[src/bldm_pkg.sv]
// constants, field layout and state type of the line draw and mix engine
// assumes a plain register port on clk_sys and a pixel memory port answering in one cycle
package bldm_pkg;
    localparam int ADDR_W = 8;
    localparam int PIX_W  = 8;
    localparam int CRD_W  = 16;

    // register offsets
    localparam logic [7:0] OFF_ERR    = 8'h20;
    localparam logic [7:0] OFF_K1     = 8'h24;
    localparam logic [7:0] OFF_K2     = 8'h28;
    localparam logic [7:0] OFF_FGMIX  = 8'h48;
    localparam logic [7:0] OFF_BGMIX  = 8'h4c;
    localparam logic [7:0] OFF_FGCOL  = 8'h58;
    localparam logic [7:0] OFF_BGCOL  = 8'h5c;
    localparam logic [7:0] OFF_DIM1   = 8'h60;
    localparam logic [7:0] OFF_DIM2   = 8'h62;
    localparam logic [7:0] OFF_MSKX   = 8'h6c;
    localparam logic [7:0] OFF_MSKY   = 8'h6e;
    localparam logic [7:0] OFF_SRCX   = 8'h70;
    localparam logic [7:0] OFF_SRCY   = 8'h72;
    localparam logic [7:0] OFF_PATX   = 8'h74;
    localparam logic [7:0] OFF_PATY   = 8'h76;
    localparam logic [7:0] OFF_DSTX   = 8'h78;
    localparam logic [7:0] OFF_DSTY   = 8'h7a;
    localparam logic [7:0] OFF_PIXOP  = 8'h7c;
    localparam logic [7:0] OFF_STATUS = 8'h80;

    // control word field positions
    localparam int OP_BGSRC = 30;
    localparam int OP_FGSRC = 28;
    localparam int OP_STEP  = 24;
    localparam int OP_SMAP  = 20;
    localparam int OP_DMAP  = 16;
    localparam int OP_PMAP  = 12;
    localparam int OP_MASK  = 6;
    localparam int OP_MODE  = 4;
    localparam int OP_NEGX  = 2;
    localparam int OP_NEGY  = 1;
    localparam int OP_SWAP  = 0;

    // field codes
    localparam logic [1:0] SRC_COLOUR  = 2'h0;
    localparam logic [1:0] SRC_MAP     = 2'h2;
    localparam logic [3:0] STEP_LREAD  = 4'h3;
    localparam logic [3:0] STEP_LWRITE = 4'h5;
    localparam logic [3:0] PAT_FIXED   = 4'h8;
    localparam logic [3:0] PAT_FROMSRC = 4'h9;
    localparam logic [1:0] MASK_OFF    = 2'h0;
    localparam logic [1:0] MODE_ALL    = 2'h0;
    localparam logic [1:0] MODE_FIRSTN = 2'h1;
    localparam logic [1:0] MODE_LASTN  = 2'h2;
    localparam logic [1:0] MODE_BOUND  = 2'h3;
    localparam logic [3:0] MAP_MASK_ID = 4'hf;

    // reset values and the unit step
    localparam logic [15:0] RST16 = 16'h0000;
    localparam logic [7:0]  RST8  = 8'h00;
    localparam logic [31:0] RST32 = 32'h0000_0000;
    localparam logic [15:0] ONE16 = 16'h0001;

    // read kinds, one bit each in the pending set
    localparam int NEED_MSK = 0;
    localparam int NEED_PAT = 1;
    localparam int NEED_SRC = 2;
    localparam int NEED_DST = 3;

    // status bits
    localparam int ST_BUSY  = 0;
    localparam int ST_BADOP = 1;
    localparam int ST_PIX   = 8;

    typedef enum logic [2:0] {
        S_IDLE, S_SETUP, S_RD, S_CAP, S_WR, S_STEP
    } bldm_state_t;
endpackage

[src/bldm_mix_unit.sv]
// combinational mix of one source pixel with one destination pixel
// assumes the caller registers the result
`timescale 1ns/1ps
module bldm_mix_unit (
    input  wire logic [7:0]                code,
    input  wire logic [bldm_pkg::PIX_W-1:0] src,
    input  wire logic [bldm_pkg::PIX_W-1:0] dst,
    output logic      [bldm_pkg::PIX_W-1:0] res
);
    import bldm_pkg::*;

    logic [PIX_W:0] sum;
    logic [PIX_W:0] avg;

    // widened sum for saturation and average
    assign sum = {1'b0, src} + {1'b0, dst};
    assign avg = sum >> 1;

    // logical and arithmetic functions
    always_comb
    begin
        case (code)
            8'h00: res = {PIX_W{1'b0}};
            8'h01: res = src & dst;
            8'h02: res = src & ~dst;
            8'h03: res = src;
            8'h04: res = ~src & dst;
            8'h05: res = dst;
            8'h06: res = src ^ dst;
            8'h07: res = src | dst;
            8'h08: res = ~src & ~dst;
            8'h09: res = src ^ ~dst;
            8'h0a: res = ~dst;
            8'h0b: res = src | ~dst;
            8'h0c: res = ~src;
            8'h0d: res = ~src | dst;
            8'h0e: res = ~src | ~dst;
            8'h0f: res = {PIX_W{1'b1}};
            8'h10: res = (src > dst) ? src : dst;
            8'h11: res = (src < dst) ? src : dst;
            8'h12: res = sum[PIX_W] ? {PIX_W{1'b1}} : sum[PIX_W-1:0];
            8'h13: res = (dst > src) ? dst - src : {PIX_W{1'b0}};
            8'h14: res = (src > dst) ? src - dst : {PIX_W{1'b0}};
            8'h15: res = avg[PIX_W-1:0];
            default: res = dst;             // undefined codes leave the pixel
        endcase
    end
endmodule

[src/bldm_line_engine.sv]
// register file, line walker and pixel port of the line draw and mix engine
// assumes a pixel memory on clk_sys whose read data stand in the cycle mem_rd_q is high
`timescale 1ns/1ps
module bldm_line_engine (
    input  wire logic                       clk_sys,
    input  wire logic                       sys_rst,
    input  wire logic [bldm_pkg::ADDR_W-1:0] reg_addr,
    input  wire logic [31:0]                reg_wdata,
    input  wire logic                       reg_wr,
    input  wire logic                       reg_rd,
    output logic      [31:0]                reg_rdata_q,
    output logic                            busy_q,
    output logic                            mem_rd_q,
    output logic                            mem_wr_q,
    output logic      [3:0]                 mem_map_q,
    output logic      [bldm_pkg::CRD_W-1:0] mem_x_q,
    output logic      [bldm_pkg::CRD_W-1:0] mem_y_q,
    output logic      [bldm_pkg::PIX_W-1:0] mem_wdata_q,
    input  wire logic [bldm_pkg::PIX_W-1:0] mem_rdata
);
    import bldm_pkg::*;

    // select a pixel source by its two-bit code
    function automatic logic [PIX_W-1:0] pick_src(input logic [1:0] sel,
                                                  input logic [PIX_W-1:0] colour,
                                                  input logic [PIX_W-1:0] map_pix);
        pick_src = (sel == SRC_MAP) ? map_pix : colour;
    endfunction

    // one step of a coordinate in either direction
    function automatic logic [CRD_W-1:0] step1(input logic [CRD_W-1:0] v,
                                               input logic neg);
        step1 = neg ? v - ONE16 : v + ONE16;
    endfunction

    // reads needed for each pixel of the operation in the control word
    function automatic logic [3:0] needs(input logic [31:0] op);
        logic [3:0] n;
        n = 4'h0;
        n[NEED_DST] = 1'b1;
        n[NEED_MSK] = (op[OP_MASK +: 2] != MASK_OFF);
        n[NEED_PAT] = (op[OP_PMAP +: 4] != PAT_FIXED) && (op[OP_PMAP +: 4] != PAT_FROMSRC);
        n[NEED_SRC] = (op[OP_FGSRC +: 2] == SRC_MAP) || (op[OP_BGSRC +: 2] == SRC_MAP)
                      || (op[OP_PMAP +: 4] == PAT_FROMSRC);
        needs = n;
    endfunction

    logic [15:0] err_q, k1_q, k2_q, dim1_q, dim2_q;
    logic [15:0] dst_x_q, dst_y_q, src_x_q, src_y_q;
    logic [15:0] pat_x_q, pat_y_q, msk_x_q, msk_y_q;
    logic [7:0]  fg_mix_q, bg_mix_q, fg_col_q, bg_col_q;
    logic [31:0] op_q;
    bldm_state_t state_q;
    logic [15:0] cur_x_q, cur_y_q, werr_q, cnt_q, idx_q, prev_y_q;
    logic [3:0]  need_q;
    logic [1:0]  kind_q;
    logic        first_q, badop_q;
    logic [PIX_W-1:0] pat_pix_q, src_pix_q, dst_pix_q, msk_pix_q, last_pix_q;
    logic        start;
    logic        use_fg, draw_ok, is_write, swap, negx, negy;
    logic [7:0]  mix_code;
    logic [PIX_W-1:0] mix_src, mix_res;
    logic [31:0] rd_mux;

    // start only from idle so a running line keeps its control word
    assign start    = reg_wr && (reg_addr == OFF_PIXOP) && (state_q == S_IDLE);
    assign is_write = (op_q[OP_STEP +: 4] == STEP_LWRITE);
    assign negx     = op_q[OP_NEGX];
    assign negy     = op_q[OP_NEGY];
    assign swap     = op_q[OP_SWAP];

    // register writes from software
    always_ff @(posedge clk_sys)
    begin
        if (sys_rst)
        begin
            err_q <= RST16; k1_q <= RST16; k2_q <= RST16; dim1_q <= RST16;
            dim2_q <= RST16; dst_x_q <= RST16; dst_y_q <= RST16;
            src_x_q <= RST16; src_y_q <= RST16; pat_x_q <= RST16;
            pat_y_q <= RST16; msk_x_q <= RST16; msk_y_q <= RST16;
            fg_mix_q <= RST8; bg_mix_q <= RST8; fg_col_q <= RST8;
            bg_col_q <= RST8; op_q <= RST32;
        end
        else if (reg_wr)
        begin
            case (reg_addr)
                OFF_ERR:   err_q    <= reg_wdata[15:0];
                OFF_K1:    k1_q     <= reg_wdata[15:0];
                OFF_K2:    k2_q     <= reg_wdata[15:0];
                OFF_FGMIX: fg_mix_q <= reg_wdata[7:0];
                OFF_BGMIX: bg_mix_q <= reg_wdata[7:0];
                OFF_FGCOL: fg_col_q <= reg_wdata[7:0];
                OFF_BGCOL: bg_col_q <= reg_wdata[7:0];
                OFF_DIM1:  dim1_q   <= reg_wdata[15:0];
                OFF_DIM2:  dim2_q   <= reg_wdata[15:0];   // stored only
                OFF_MSKX:  msk_x_q  <= reg_wdata[15:0];
                OFF_MSKY:  msk_y_q  <= reg_wdata[15:0];
                OFF_SRCX:  src_x_q  <= reg_wdata[15:0];
                OFF_SRCY:  src_y_q  <= reg_wdata[15:0];
                OFF_PATX:  pat_x_q  <= reg_wdata[15:0];
                OFF_PATY:  pat_y_q  <= reg_wdata[15:0];
                OFF_DSTX:  dst_x_q  <= reg_wdata[15:0];
                OFF_DSTY:  dst_y_q  <= reg_wdata[15:0];
                OFF_PIXOP:
                begin
                    if (state_q == S_IDLE)
                        op_q <= reg_wdata;
                end
                default: ;
            endcase
        end
    end

    // readback mux, unmapped offsets read zero
    always_comb
    begin
        rd_mux = RST32;
        case (reg_addr)
            OFF_ERR:    rd_mux = {16'h0000, err_q};
            OFF_K1:     rd_mux = {16'h0000, k1_q};
            OFF_K2:     rd_mux = {16'h0000, k2_q};
            OFF_FGMIX:  rd_mux = {24'h000000, fg_mix_q};
            OFF_BGMIX:  rd_mux = {24'h000000, bg_mix_q};
            OFF_FGCOL:  rd_mux = {24'h000000, fg_col_q};
            OFF_BGCOL:  rd_mux = {24'h000000, bg_col_q};
            OFF_DIM1:   rd_mux = {16'h0000, dim1_q};
            OFF_DIM2:   rd_mux = {16'h0000, dim2_q};
            OFF_MSKX:   rd_mux = {16'h0000, msk_x_q};
            OFF_MSKY:   rd_mux = {16'h0000, msk_y_q};
            OFF_SRCX:   rd_mux = {16'h0000, src_x_q};
            OFF_SRCY:   rd_mux = {16'h0000, src_y_q};
            OFF_PATX:   rd_mux = {16'h0000, pat_x_q};
            OFF_PATY:   rd_mux = {16'h0000, pat_y_q};
            OFF_DSTX:   rd_mux = {16'h0000, dst_x_q};
            OFF_DSTY:   rd_mux = {16'h0000, dst_y_q};
            OFF_PIXOP:  rd_mux = op_q;
            OFF_STATUS:
            begin
                rd_mux[ST_BUSY]           = busy_q;
                rd_mux[ST_BADOP]          = badop_q;
                rd_mux[ST_PIX +: PIX_W]   = last_pix_q;
            end
            default: rd_mux = RST32;
        endcase
    end

    // read data stand only in the cycle after the strobe
    always_ff @(posedge clk_sys)
    begin
        if (sys_rst)
            reg_rdata_q <= RST32;
        else
            reg_rdata_q <= reg_rd ? rd_mux : RST32;
    end

    // pixel class, mix choice and write permission
    always_comb
    begin
        if (op_q[OP_PMAP +: 4] == PAT_FIXED)
            use_fg = 1'b1;
        else if (op_q[OP_PMAP +: 4] == PAT_FROMSRC)
            use_fg = (src_pix_q != RST8);
        else
            use_fg = (pat_pix_q != RST8);
        mix_code = use_fg ? fg_mix_q : bg_mix_q;
        mix_src  = use_fg ? pick_src(op_q[OP_FGSRC +: 2], fg_col_q, src_pix_q)
                          : pick_src(op_q[OP_BGSRC +: 2], bg_col_q, src_pix_q);
        case (op_q[OP_MODE +: 2])
            MODE_ALL:    draw_ok = 1'b1;
            MODE_FIRSTN: draw_ok = !first_q;
            MODE_LASTN:  draw_ok = (cnt_q != RST16);
            MODE_BOUND:  draw_ok = first_q || (cur_y_q != prev_y_q);
            default:     draw_ok = 1'b1;
        endcase
        if (op_q[OP_MASK +: 2] != MASK_OFF)
            draw_ok = draw_ok && (msk_pix_q != RST8);
    end

    bldm_mix_unit u_mix (
        .code (mix_code),
        .src  (mix_src),
        .dst  (dst_pix_q),
        .res  (mix_res)
    );

    // sequencer and bresenham walker
    always_ff @(posedge clk_sys)
    begin
        if (sys_rst)
        begin
            state_q <= S_IDLE; cur_x_q <= RST16; cur_y_q <= RST16;
            werr_q <= RST16; cnt_q <= RST16; idx_q <= RST16;
            prev_y_q <= RST16; need_q <= 4'h0; kind_q <= 2'h0;
            first_q <= 1'b0; busy_q <= 1'b0;
        end
        else
        begin
            case (state_q)
                S_IDLE:
                begin
                    if (start)
                    begin
                        state_q <= S_SETUP;
                        busy_q  <= 1'b1;
                    end
                end
                S_SETUP:
                begin
                    cur_x_q <= dst_x_q;
                    cur_y_q <= dst_y_q;
                    werr_q  <= err_q;
                    cnt_q   <= dim1_q;
                    idx_q   <= RST16;
                    first_q <= 1'b1;
                    need_q  <= needs(op_q);
                    if (is_write || (op_q[OP_STEP +: 4] == STEP_LREAD))
                        state_q <= S_RD;
                    else
                    begin
                        state_q <= S_IDLE;
                        busy_q  <= 1'b0;
                    end
                end
                S_RD:
                begin
                    if (need_q[NEED_MSK])
                        kind_q <= 2'(NEED_MSK);
                    else if (need_q[NEED_PAT])
                        kind_q <= 2'(NEED_PAT);
                    else if (need_q[NEED_SRC])
                        kind_q <= 2'(NEED_SRC);
                    else
                        kind_q <= 2'(NEED_DST);
                    state_q <= S_CAP;
                end
                S_CAP:
                begin
                    need_q[kind_q] <= 1'b0;
                    if ((need_q & ~(4'h1 << kind_q)) == 4'h0)
                        state_q <= S_WR;
                    else
                        state_q <= S_RD;
                end
                S_WR:
                begin
                    if (draw_ok)
                        prev_y_q <= cur_y_q;
                    first_q <= 1'b0;
                    state_q <= S_STEP;
                end
                S_STEP:
                begin
                    if (cnt_q == RST16)
                    begin
                        state_q <= S_IDLE;
                        busy_q  <= 1'b0;
                    end
                    else
                    begin
                        cnt_q  <= cnt_q - ONE16;
                        idx_q  <= idx_q + ONE16;
                        need_q <= needs(op_q);
                        // major axis is y when swapped, x otherwise
                        if (werr_q[15])
                        begin
                            werr_q <= werr_q + k1_q;
                            if (swap)
                                cur_y_q <= step1(cur_y_q, negy);
                            else
                                cur_x_q <= step1(cur_x_q, negx);
                        end
                        else
                        begin
                            werr_q  <= werr_q + k2_q;
                            cur_x_q <= step1(cur_x_q, negx);
                            cur_y_q <= step1(cur_y_q, negy);
                        end
                        state_q <= S_RD;
                    end
                end
                default:
                begin
                    state_q <= S_IDLE;
                    busy_q  <= 1'b0;
                end
            endcase
        end
    end

    // pixel memory port
    always_ff @(posedge clk_sys)
    begin
        if (sys_rst)
        begin
            mem_rd_q <= 1'b0; mem_wr_q <= 1'b0; mem_map_q <= 4'h0;
            mem_x_q <= RST16; mem_y_q <= RST16; mem_wdata_q <= RST8;
        end
        else
        begin
            mem_rd_q <= 1'b0;
            mem_wr_q <= 1'b0;
            if (state_q == S_RD)
            begin
                mem_rd_q <= 1'b1;
                if (need_q[NEED_MSK])
                begin
                    mem_map_q <= MAP_MASK_ID;
                    mem_x_q   <= cur_x_q - msk_x_q;
                    mem_y_q   <= cur_y_q - msk_y_q;
                end
                else if (need_q[NEED_PAT])
                begin
                    mem_map_q <= op_q[OP_PMAP +: 4];
                    mem_x_q   <= pat_x_q + idx_q;
                    mem_y_q   <= pat_y_q;
                end
                else if (need_q[NEED_SRC])
                begin
                    mem_map_q <= op_q[OP_SMAP +: 4];
                    mem_x_q   <= src_x_q + idx_q;
                    mem_y_q   <= src_y_q;
                end
                else
                begin
                    mem_map_q <= op_q[OP_DMAP +: 4];
                    mem_x_q   <= cur_x_q;
                    mem_y_q   <= cur_y_q;
                end
            end
            else if ((state_q == S_WR) && is_write && draw_ok)
            begin
                mem_wr_q    <= 1'b1;
                mem_map_q   <= op_q[OP_DMAP +: 4];
                mem_x_q     <= cur_x_q;
                mem_y_q     <= cur_y_q;
                mem_wdata_q <= mix_res;
            end
        end
    end

    // captured pixels, read result and unsupported-step flag
    always_ff @(posedge clk_sys)
    begin
        if (sys_rst)
        begin
            pat_pix_q <= RST8; src_pix_q <= RST8; dst_pix_q <= RST8;
            msk_pix_q <= RST8; last_pix_q <= RST8; badop_q <= 1'b0;
        end
        else
        begin
            if (state_q == S_CAP)
            begin
                case (kind_q)
                    2'(NEED_MSK): msk_pix_q <= mem_rdata;
                    2'(NEED_PAT): pat_pix_q <= mem_rdata;
                    2'(NEED_SRC): src_pix_q <= mem_rdata;
                    default:      dst_pix_q <= mem_rdata;
                endcase
            end
            if ((state_q == S_WR) && !is_write)
                last_pix_q <= dst_pix_q;
            if (state_q == S_SETUP)
                badop_q <= !(is_write || (op_q[OP_STEP +: 4] == STEP_LREAD));
        end
    end
endmodule

[config.mk]
export PLATFORM = sky130hd
export DESIGN_NAME = bldm_line_engine
export DESIGN_NICKNAME = d
export VERILOG_FILES = /design/src/bldm_pkg.sv /design/src/bldm_mix_unit.sv /design/src/bldm_line_engine.sv
export SDC_FILE = /design/constraint.sdc
export NUM_CORES = 2
export LEC_CHECK = 0
export BUFFER_PORTS_ARGS = -buffer_cell sky130_fd_sc_hd__buf_2
export CAP_MARGIN = 0
export CORE_ASPECT_RATIO = 0.9
export CORE_MARGIN = 4
export CORE_UTILIZATION = 30
export DETAILED_ROUTE_END_ITERATION = 16
export PLACE_DENSITY = 0.51
export SETUP_SLACK_MARGIN = 0.02
export SLEW_MARGIN = 20
export SYNTH_ARGS = -nofsm -noshare
export SYNTH_HDL_FRONTEND = slang
export SYNTH_SLANG_ARGS = --single-unit
[constraint.sdc]
create_clock -name clk_sys -period 10.4 [get_ports clk_sys]
set_input_delay 1.56 -clock clk_sys [delete_from_list [all_inputs] [get_ports clk_sys]]
set_output_delay 1.56 -clock clk_sys [all_outputs]
set_load 0.02 [all_outputs]
After elaboration in Yosys (flattened, before gate mapping)
Cells that the tools add are included.
- flip-flop bits (word level): 498
- $add $sub $neg: 15
- order comparisons: 5
- equality and inequality tests: 64
- shift operators: 1
- muxes and demuxes: 68
- bitwise operators: 21
- reductions and logical operators: 64
- operators by type and width (cell ; number):
    16-bit 2-to-1 mux ; 22
    8-bit one-hot mux with 21 select lines ; 1
    16-bit one-hot mux with 2 select lines ; 5
    8-bit by 7-bit == test with 1-bit output (second input constant) ; 15
    8-bit one-hot mux with 15 select lines ; 1
    6-bit one-hot mux with 18 select lines ; 1
    8-bit 2-to-1 mux ; 9
    16-bit adder ; 4
    8-bit by 4-bit == test with 1-bit output (second input constant) ; 8
    2-bit AND reduction ; 25
    16-bit by 1-bit adder with 16-bit output (second input constant) ; 3
    8-bit by 5-bit == test with 1-bit output (second input constant) ; 6
    16-bit by 1-bit subtractor with 16-bit output (second input constant) ; 3
    2-bit one-hot mux with 19 select lines ; 1
    8-bit AND ; 4
    8-bit OR ; 4
    16-bit subtractor ; 2
    8-bit by 3-bit == test with 1-bit output (second input constant) ; 3
    8-bit by 6-bit == test with 1-bit output (second input constant) ; 3
    4-bit 2-to-1 mux ; 6
    8-bit nonzero test ; 3
    3-bit one-hot mux with 6 select lines ; 1
    8-bit by 2-bit == test with 1-bit output (second input constant) ; 2
    8-bit greater-than comparator ; 2
    other kinds (47) ; 104

Depth between registers and ports, before layout
- depth after elaboration: 8
- gate-level depth with buffers: 21

Hierarchy
A second synthesis with hierarchy kept.
- cell total of the unflattened synthesis: 3829
- area, all modules: 29105.4 sq um
- by module, submodules not included (module ; times used ; cells an instance ; area an instance (sq um) ; sequential area each (sq um)):
    bldm_line_engine ; 1 ; 3377 ; 26153.8 ; 9969.6
    bldm_mix_unit ; 1 ; 452 ; 2951.6 ; 0.0

Worst setup path before layout
OpenSTA, ideal clock, no wires.
- path kind: flip-flop to flip-flop
- start: register src_pix_q[3]
- end: register mem_wdata_q[7] in the netlist's numbering
- arrival: 4.199 ns
- slack: 6.075 ns
- stages on the path, launching flop included: 21
- period minus slack after synthesis: 4.325 ns
- path through: dfxtp_1 -> nor4_1 -> and4_1 -> buf_4 -> nor2_4 -> buf_6 -> a32o_1 -> a21oi_2 -> inv_1 -> ha_1 -> nand2_1 -> o21ai_0 -> a221oi_1 -> a2bb2o_1 -> a22o_1 -> nand2_1 -> a211o_1 -> a221oi_2 -> nand3_1 -> a2111oi_2 -> o21ai_1
- longest elaborated chain between the ends: 7
- ends and longest elaborated chain (what ; RTL line ; text):
    start: declaration ; bldm_line_engine.sv:58 ; logic [PIX_W-1:0] pat_pix_q, src_pix_q, dst_pix_q, msk_pix_q, last_pix_q;
    start signal: assignment ; bldm_line_engine.sv:356 ; 2'(NEED_SRC): src_pix_q <= mem_rdata;
    8-bit nonzero test ; bldm_line_engine.sv:162 ; use_fg = (src_pix_q != RST8);
    1-bit 2-to-1 mux ; bldm_line_engine.sv:161 ; else if (op_q[OP_PMAP +: 4] == PAT_FROMSRC)
    1-bit 2-to-1 mux ; bldm_line_engine.sv:159 ; if (op_q[OP_PMAP +: 4] == PAT_FIXED)
    8-bit 2-to-1 mux ; bldm_line_engine.sv:166 ; mix_src = use_fg ? pick_src(op_q[OP_FGSRC +: 2], fg_col_q, src_pix_q)
    8-bit subtractor, or another cell as far along ; bldm_mix_unit.sv:43 ; 8'h14: res = (src > dst) ? src - dst : {PIX_W{1'b0}};
    8-bit 2-to-1 mux, or another cell as far along ; bldm_mix_unit.sv:43 ;
    8-bit one-hot mux with 21 select lines * ; bldm_mix_unit.sv:22 ; case (code)
    end signal: assignment ; bldm_line_engine.sv:336 ; mem_wdata_q <= mix_res;
    end: declaration ; bldm_line_engine.sv:18 ; output logic [bldm_pkg::PIX_W-1:0] mem_wdata_q,
Mark *: on every way between the ends. The rest lies on a longest branch, timed or not.
A chain may end at the register's enable or synchronous reset.

Worst setup path after layout
- start: register op_q[15]
- end: register mem_wdata_q[1] in the netlist's numbering
- longest elaborated chain between the ends: 7
- ends and longest elaborated chain (what ; RTL line ; text):
    start: declaration ; bldm_line_engine.sv:52 ; logic [31:0] op_q;
    start signal: assignment ; bldm_line_engine.sv:107 ; op_q <= reg_wdata;
    4-bit == test ; bldm_line_engine.sv:161 ;
    1-bit 2-to-1 mux ; bldm_line_engine.sv:161 ;
    1-bit 2-to-1 mux * ; bldm_line_engine.sv:159 ;
    8-bit 2-to-1 mux ; bldm_line_engine.sv:166 ;
    8-bit subtractor, or another cell as far along ; bldm_mix_unit.sv:43 ;
    8-bit 2-to-1 mux, or another cell as far along ; bldm_mix_unit.sv:43 ;
    8-bit one-hot mux with 21 select lines * ; bldm_mix_unit.sv:22 ;
Marked as above.

==> impl_metrics.env <==
export IMPL_status="finished clean"
export IMPL_final_max_slew_viol_count=0
export IMPL_drtIter0Drc=3170
export IMPL_gp_congestion=0.964
export IMPL_wl_met3_mm=11.7
export IMPL_setup_ws_ps=4360
export IMPL_highest_layer="met5"
export IMPL_register_area_um2=9970
export IMPL_grt_pass1_vias=26500
export IMPL_clockRootBuffer="clkbuf_16"
export IMPL_syn2layout_area_growth_pct=12.9
export IMPL_ys_warn_count=0
export IMPL_drc=0
export IMPL_syn_inst=3819
export IMPL_post_dp_cell_area_um2=30900
export IMPL_arrival_ps=6550
export IMPL_dp_hpwl_mm=91.8
export IMPL_path_clk_slew_ps=70
export IMPL_min_period_ps=6040
export IMPL_power_density_nw_per_um2=128
export IMPL_antenna_found_initial=5
export IMPL_wl_per_cell_um=24.8
export IMPL_yosysSeqAreaShare=0.342
export IMPL_tightestPinTransition_ps=1170
export IMPL_wl_met2_mm=51.8
export IMPL_setup_viol=0
export IMPL_postCtsHoldBufs=0
export IMPL_htreeDepth=2
export IMPL_route_vias_total=28800
export IMPL_cts_sinks=498
export IMPL_nets=3996
export IMPL_crit_path_end_kind="register"
export IMPL_io_pins=131
export IMPL_cap_violations=0
export IMPL_routed_via_density=5.63
export IMPL_antenna_left=0
export IMPL_clockBufferDepth=3
export IMPL_core_um2=96500
export IMPL_setup_tns_ps=0
export IMPL_clk_latency_ps=640
export IMPL_synth_distinct_cells=104
export IMPL_firstDrtPassIters=11
export IMPL_synth_top_flop_cell="dfxtp_1"
export IMPL_top_regs="op_q: 32 flops, reg_rdata_q: 32 flops"
export IMPL_synth_edff_count=0
export IMPL_postCtsSetupBuffers=0
export IMPL_initial_core_util=0.302
export IMPL_cts_tree="yes"
export IMPL_final_area_um2=32900
export IMPL_async_flop_share=0
export IMPL_synth_seq_cells=498
export IMPL_rsz0062_at_grt="false"
export IMPL_row_count=108
export IMPL_hold_viol=0
export IMPL_track_usage=0.237
export IMPL_met1Wirelength_mm=59.3
export IMPL_die_height_um=304
export IMPL_dpl_worst_slack_ps=4440
export IMPL_ir_worst_vdd_mv=0.121
export IMPL_grt_max_degree=199
export IMPL_multi_input_area_um2=17900
export IMPL_drt_wl_total_mm=127
export IMPL_max_slew_margin_rel=0.219
export IMPL_io_buffers=130
export IMPL_finClkSkew_ps=31.3
export IMPL_max_freq_ghz=0.166
export IMPL_post_route_period_util=0.581
export IMPL_hp_class="register to register"
export IMPL_numCtsBuffers=59
export IMPL_cts_resized=0
export IMPL_worst_setup_path_type="register to register"
export IMPL_critPathMaxFanout=33
export IMPL_grt_overflow=0
export IMPL_die_x_um=337
export IMPL_nFillCells=10300
export IMPL_grt_pass1_wl_mm=184
export IMPL_avgSynthCellArea_um2=7.63
export IMPL_synth_fp_nets=4009
export IMPL_synth_area_um2=29200
export IMPL_drive_gt1_frac=0.0996
export IMPL_crit_required_ps=10910
export IMPL_critPathLaunchType="register"
export IMPL_p_leak_uw=0.0120
export IMPL_dieArea_um2=102000
==> path summary, 6_finish.rpt <==
kind	slack, ps	start	endpoint	cells past startpoint
hold reg to reg	450	mem_x_q[0]	mem_x_q[0]	2
setup / recovery	4360	op_q[15]	mem_wdata_q[1]	18
hold / removal	450	mem_x_q[0]	mem_x_q[0]	2
setup reg to reg	4360	op_q[15]	mem_wdata_q[1]	18
==> routing by layer <==
layer / vias up / global-route usage
li1: 13600 / -
met1: 13900 / 0.352
met2: 1233 / 0.340
met3: 169 / 0.0534
met4: 6 / 0.0693
met5: - / 0
==> cell type report <==
cell class              count  area share
well taps                1265      0.0481
clock buffers              86      0.0525
inverters                  86     0.00981
clock inverters            23     0.00837
flip-flops and latches    498       0.303
diodes                      1   0.0000760
multi-input cells        2972       0.544
repair buffers            189      0.0339
==> synth_stat cells (all sizes together) (8+ instances only) <==
cell     number  area (um2)
o21bai        9        67.6
o22ai        11        68.8
a211oi       45         350
o31ai        11         101
xor2         65         569
xnor2        69         604
a21oi       450        2270
nor3         85         440
mux2i        97         975
ha          130        1630
o2111ai       9        78.8
and2         26         164
or2          11        71.3
nand2       763        2860
a2111oi      12         111
or3          29         181
a41oi         9        86.3
a222oi       19         190
a21boi        8        60.1
o21ai       130         673
nand3        98         500
nand4        17         106
dfxtp       498        9970
nor2        326        1240
a21o         40         302
inv          86         323
clkbuf      236         886
nor4         24         175
o21a          8        61.3
a31oi        36         231
nand3b        9        67.6
nand2b       30         188
a22o         35         307
mux2         18         203
a22oi        54         405
nor2b        36         225
a311oi       35         307
o211ai       21         163
buf          27         148
fa            8         160
a221oi       53         489
and3         59         374
==> layout by cell type, fill, tap and decap left out, types with 20 or more instances in the layout <==
master	count
a211oi_1	44
a21o_1	39
a21oi_1	446
a221oi_1	49
a22o_1	35
a22oi_1	54
a311oi_1	35
a31oi_1	34
and3_1	58
buf_2	129
buf_4	58
clkbuf_16	59
dfxtp_1	495
ha_1	130
inv_1	84
mux2i_1	96
nand2_1	761
nand2b_1	30
nand3_1	95
nor2_1	318
nor2b_1	35
nor3_1	78
o211ai_1	20
o21ai_0	122
or3_1	29
xnor2_1	69
xor2_1	65
==> logic make-up after synthesis <==
| logic type | synth area share |
|---|---|
| AO/OA/AOI/OAI | 0.233 |
| XOR/XNOR | 0.0403 |
| adder cells (fa/ha/maj) | 0.0620 |
| AND/OR/NAND/NOR | 0.233 |
| buffers and inverters | 0.0465 |
| multiplexers | 0.0435 |
| flip-flops | 0.342 |
==> worst max-delay path, stage by stage, from the launching register on <==
cell and delay (ps):
dfxtp_1 410, nor3b_1 390, nand4_1 690, nand2_1 250, buf_4 370, a21o_1 280, nand2_1 80, nand2_1 330
ha_1 420, nand2_1 150, o21ai_0 190, a221oi_1 570, or2_2 230, a21o_1 350, o221ai_1 190, a221oi_1 270
nand4_1 120, a2111oi_0 500, o21ai_1 150
==> through the flow <==
stage	utilization	power (uW)	instances	hold slack, ps
after floorplan	-	2020	3819	436
after global placement	0.320	2070	5010	442
after detailed placement	0.320	2070	5010	446
after CTS	0.341	4240	5119	454
after global routing	0.341	4320	5120	471
final	0.341	4220	5120	454
==> where the power goes <==
part	internal, uW	leakage (uW)	switching, uW	total [uW]
logic	22.9	0.00700	97.9	121
registers	1910	0.00401	3.08	1910
clock network	1280	0.000990	907	2180
No activity file was read; power rests on OpenSTA's default activity.
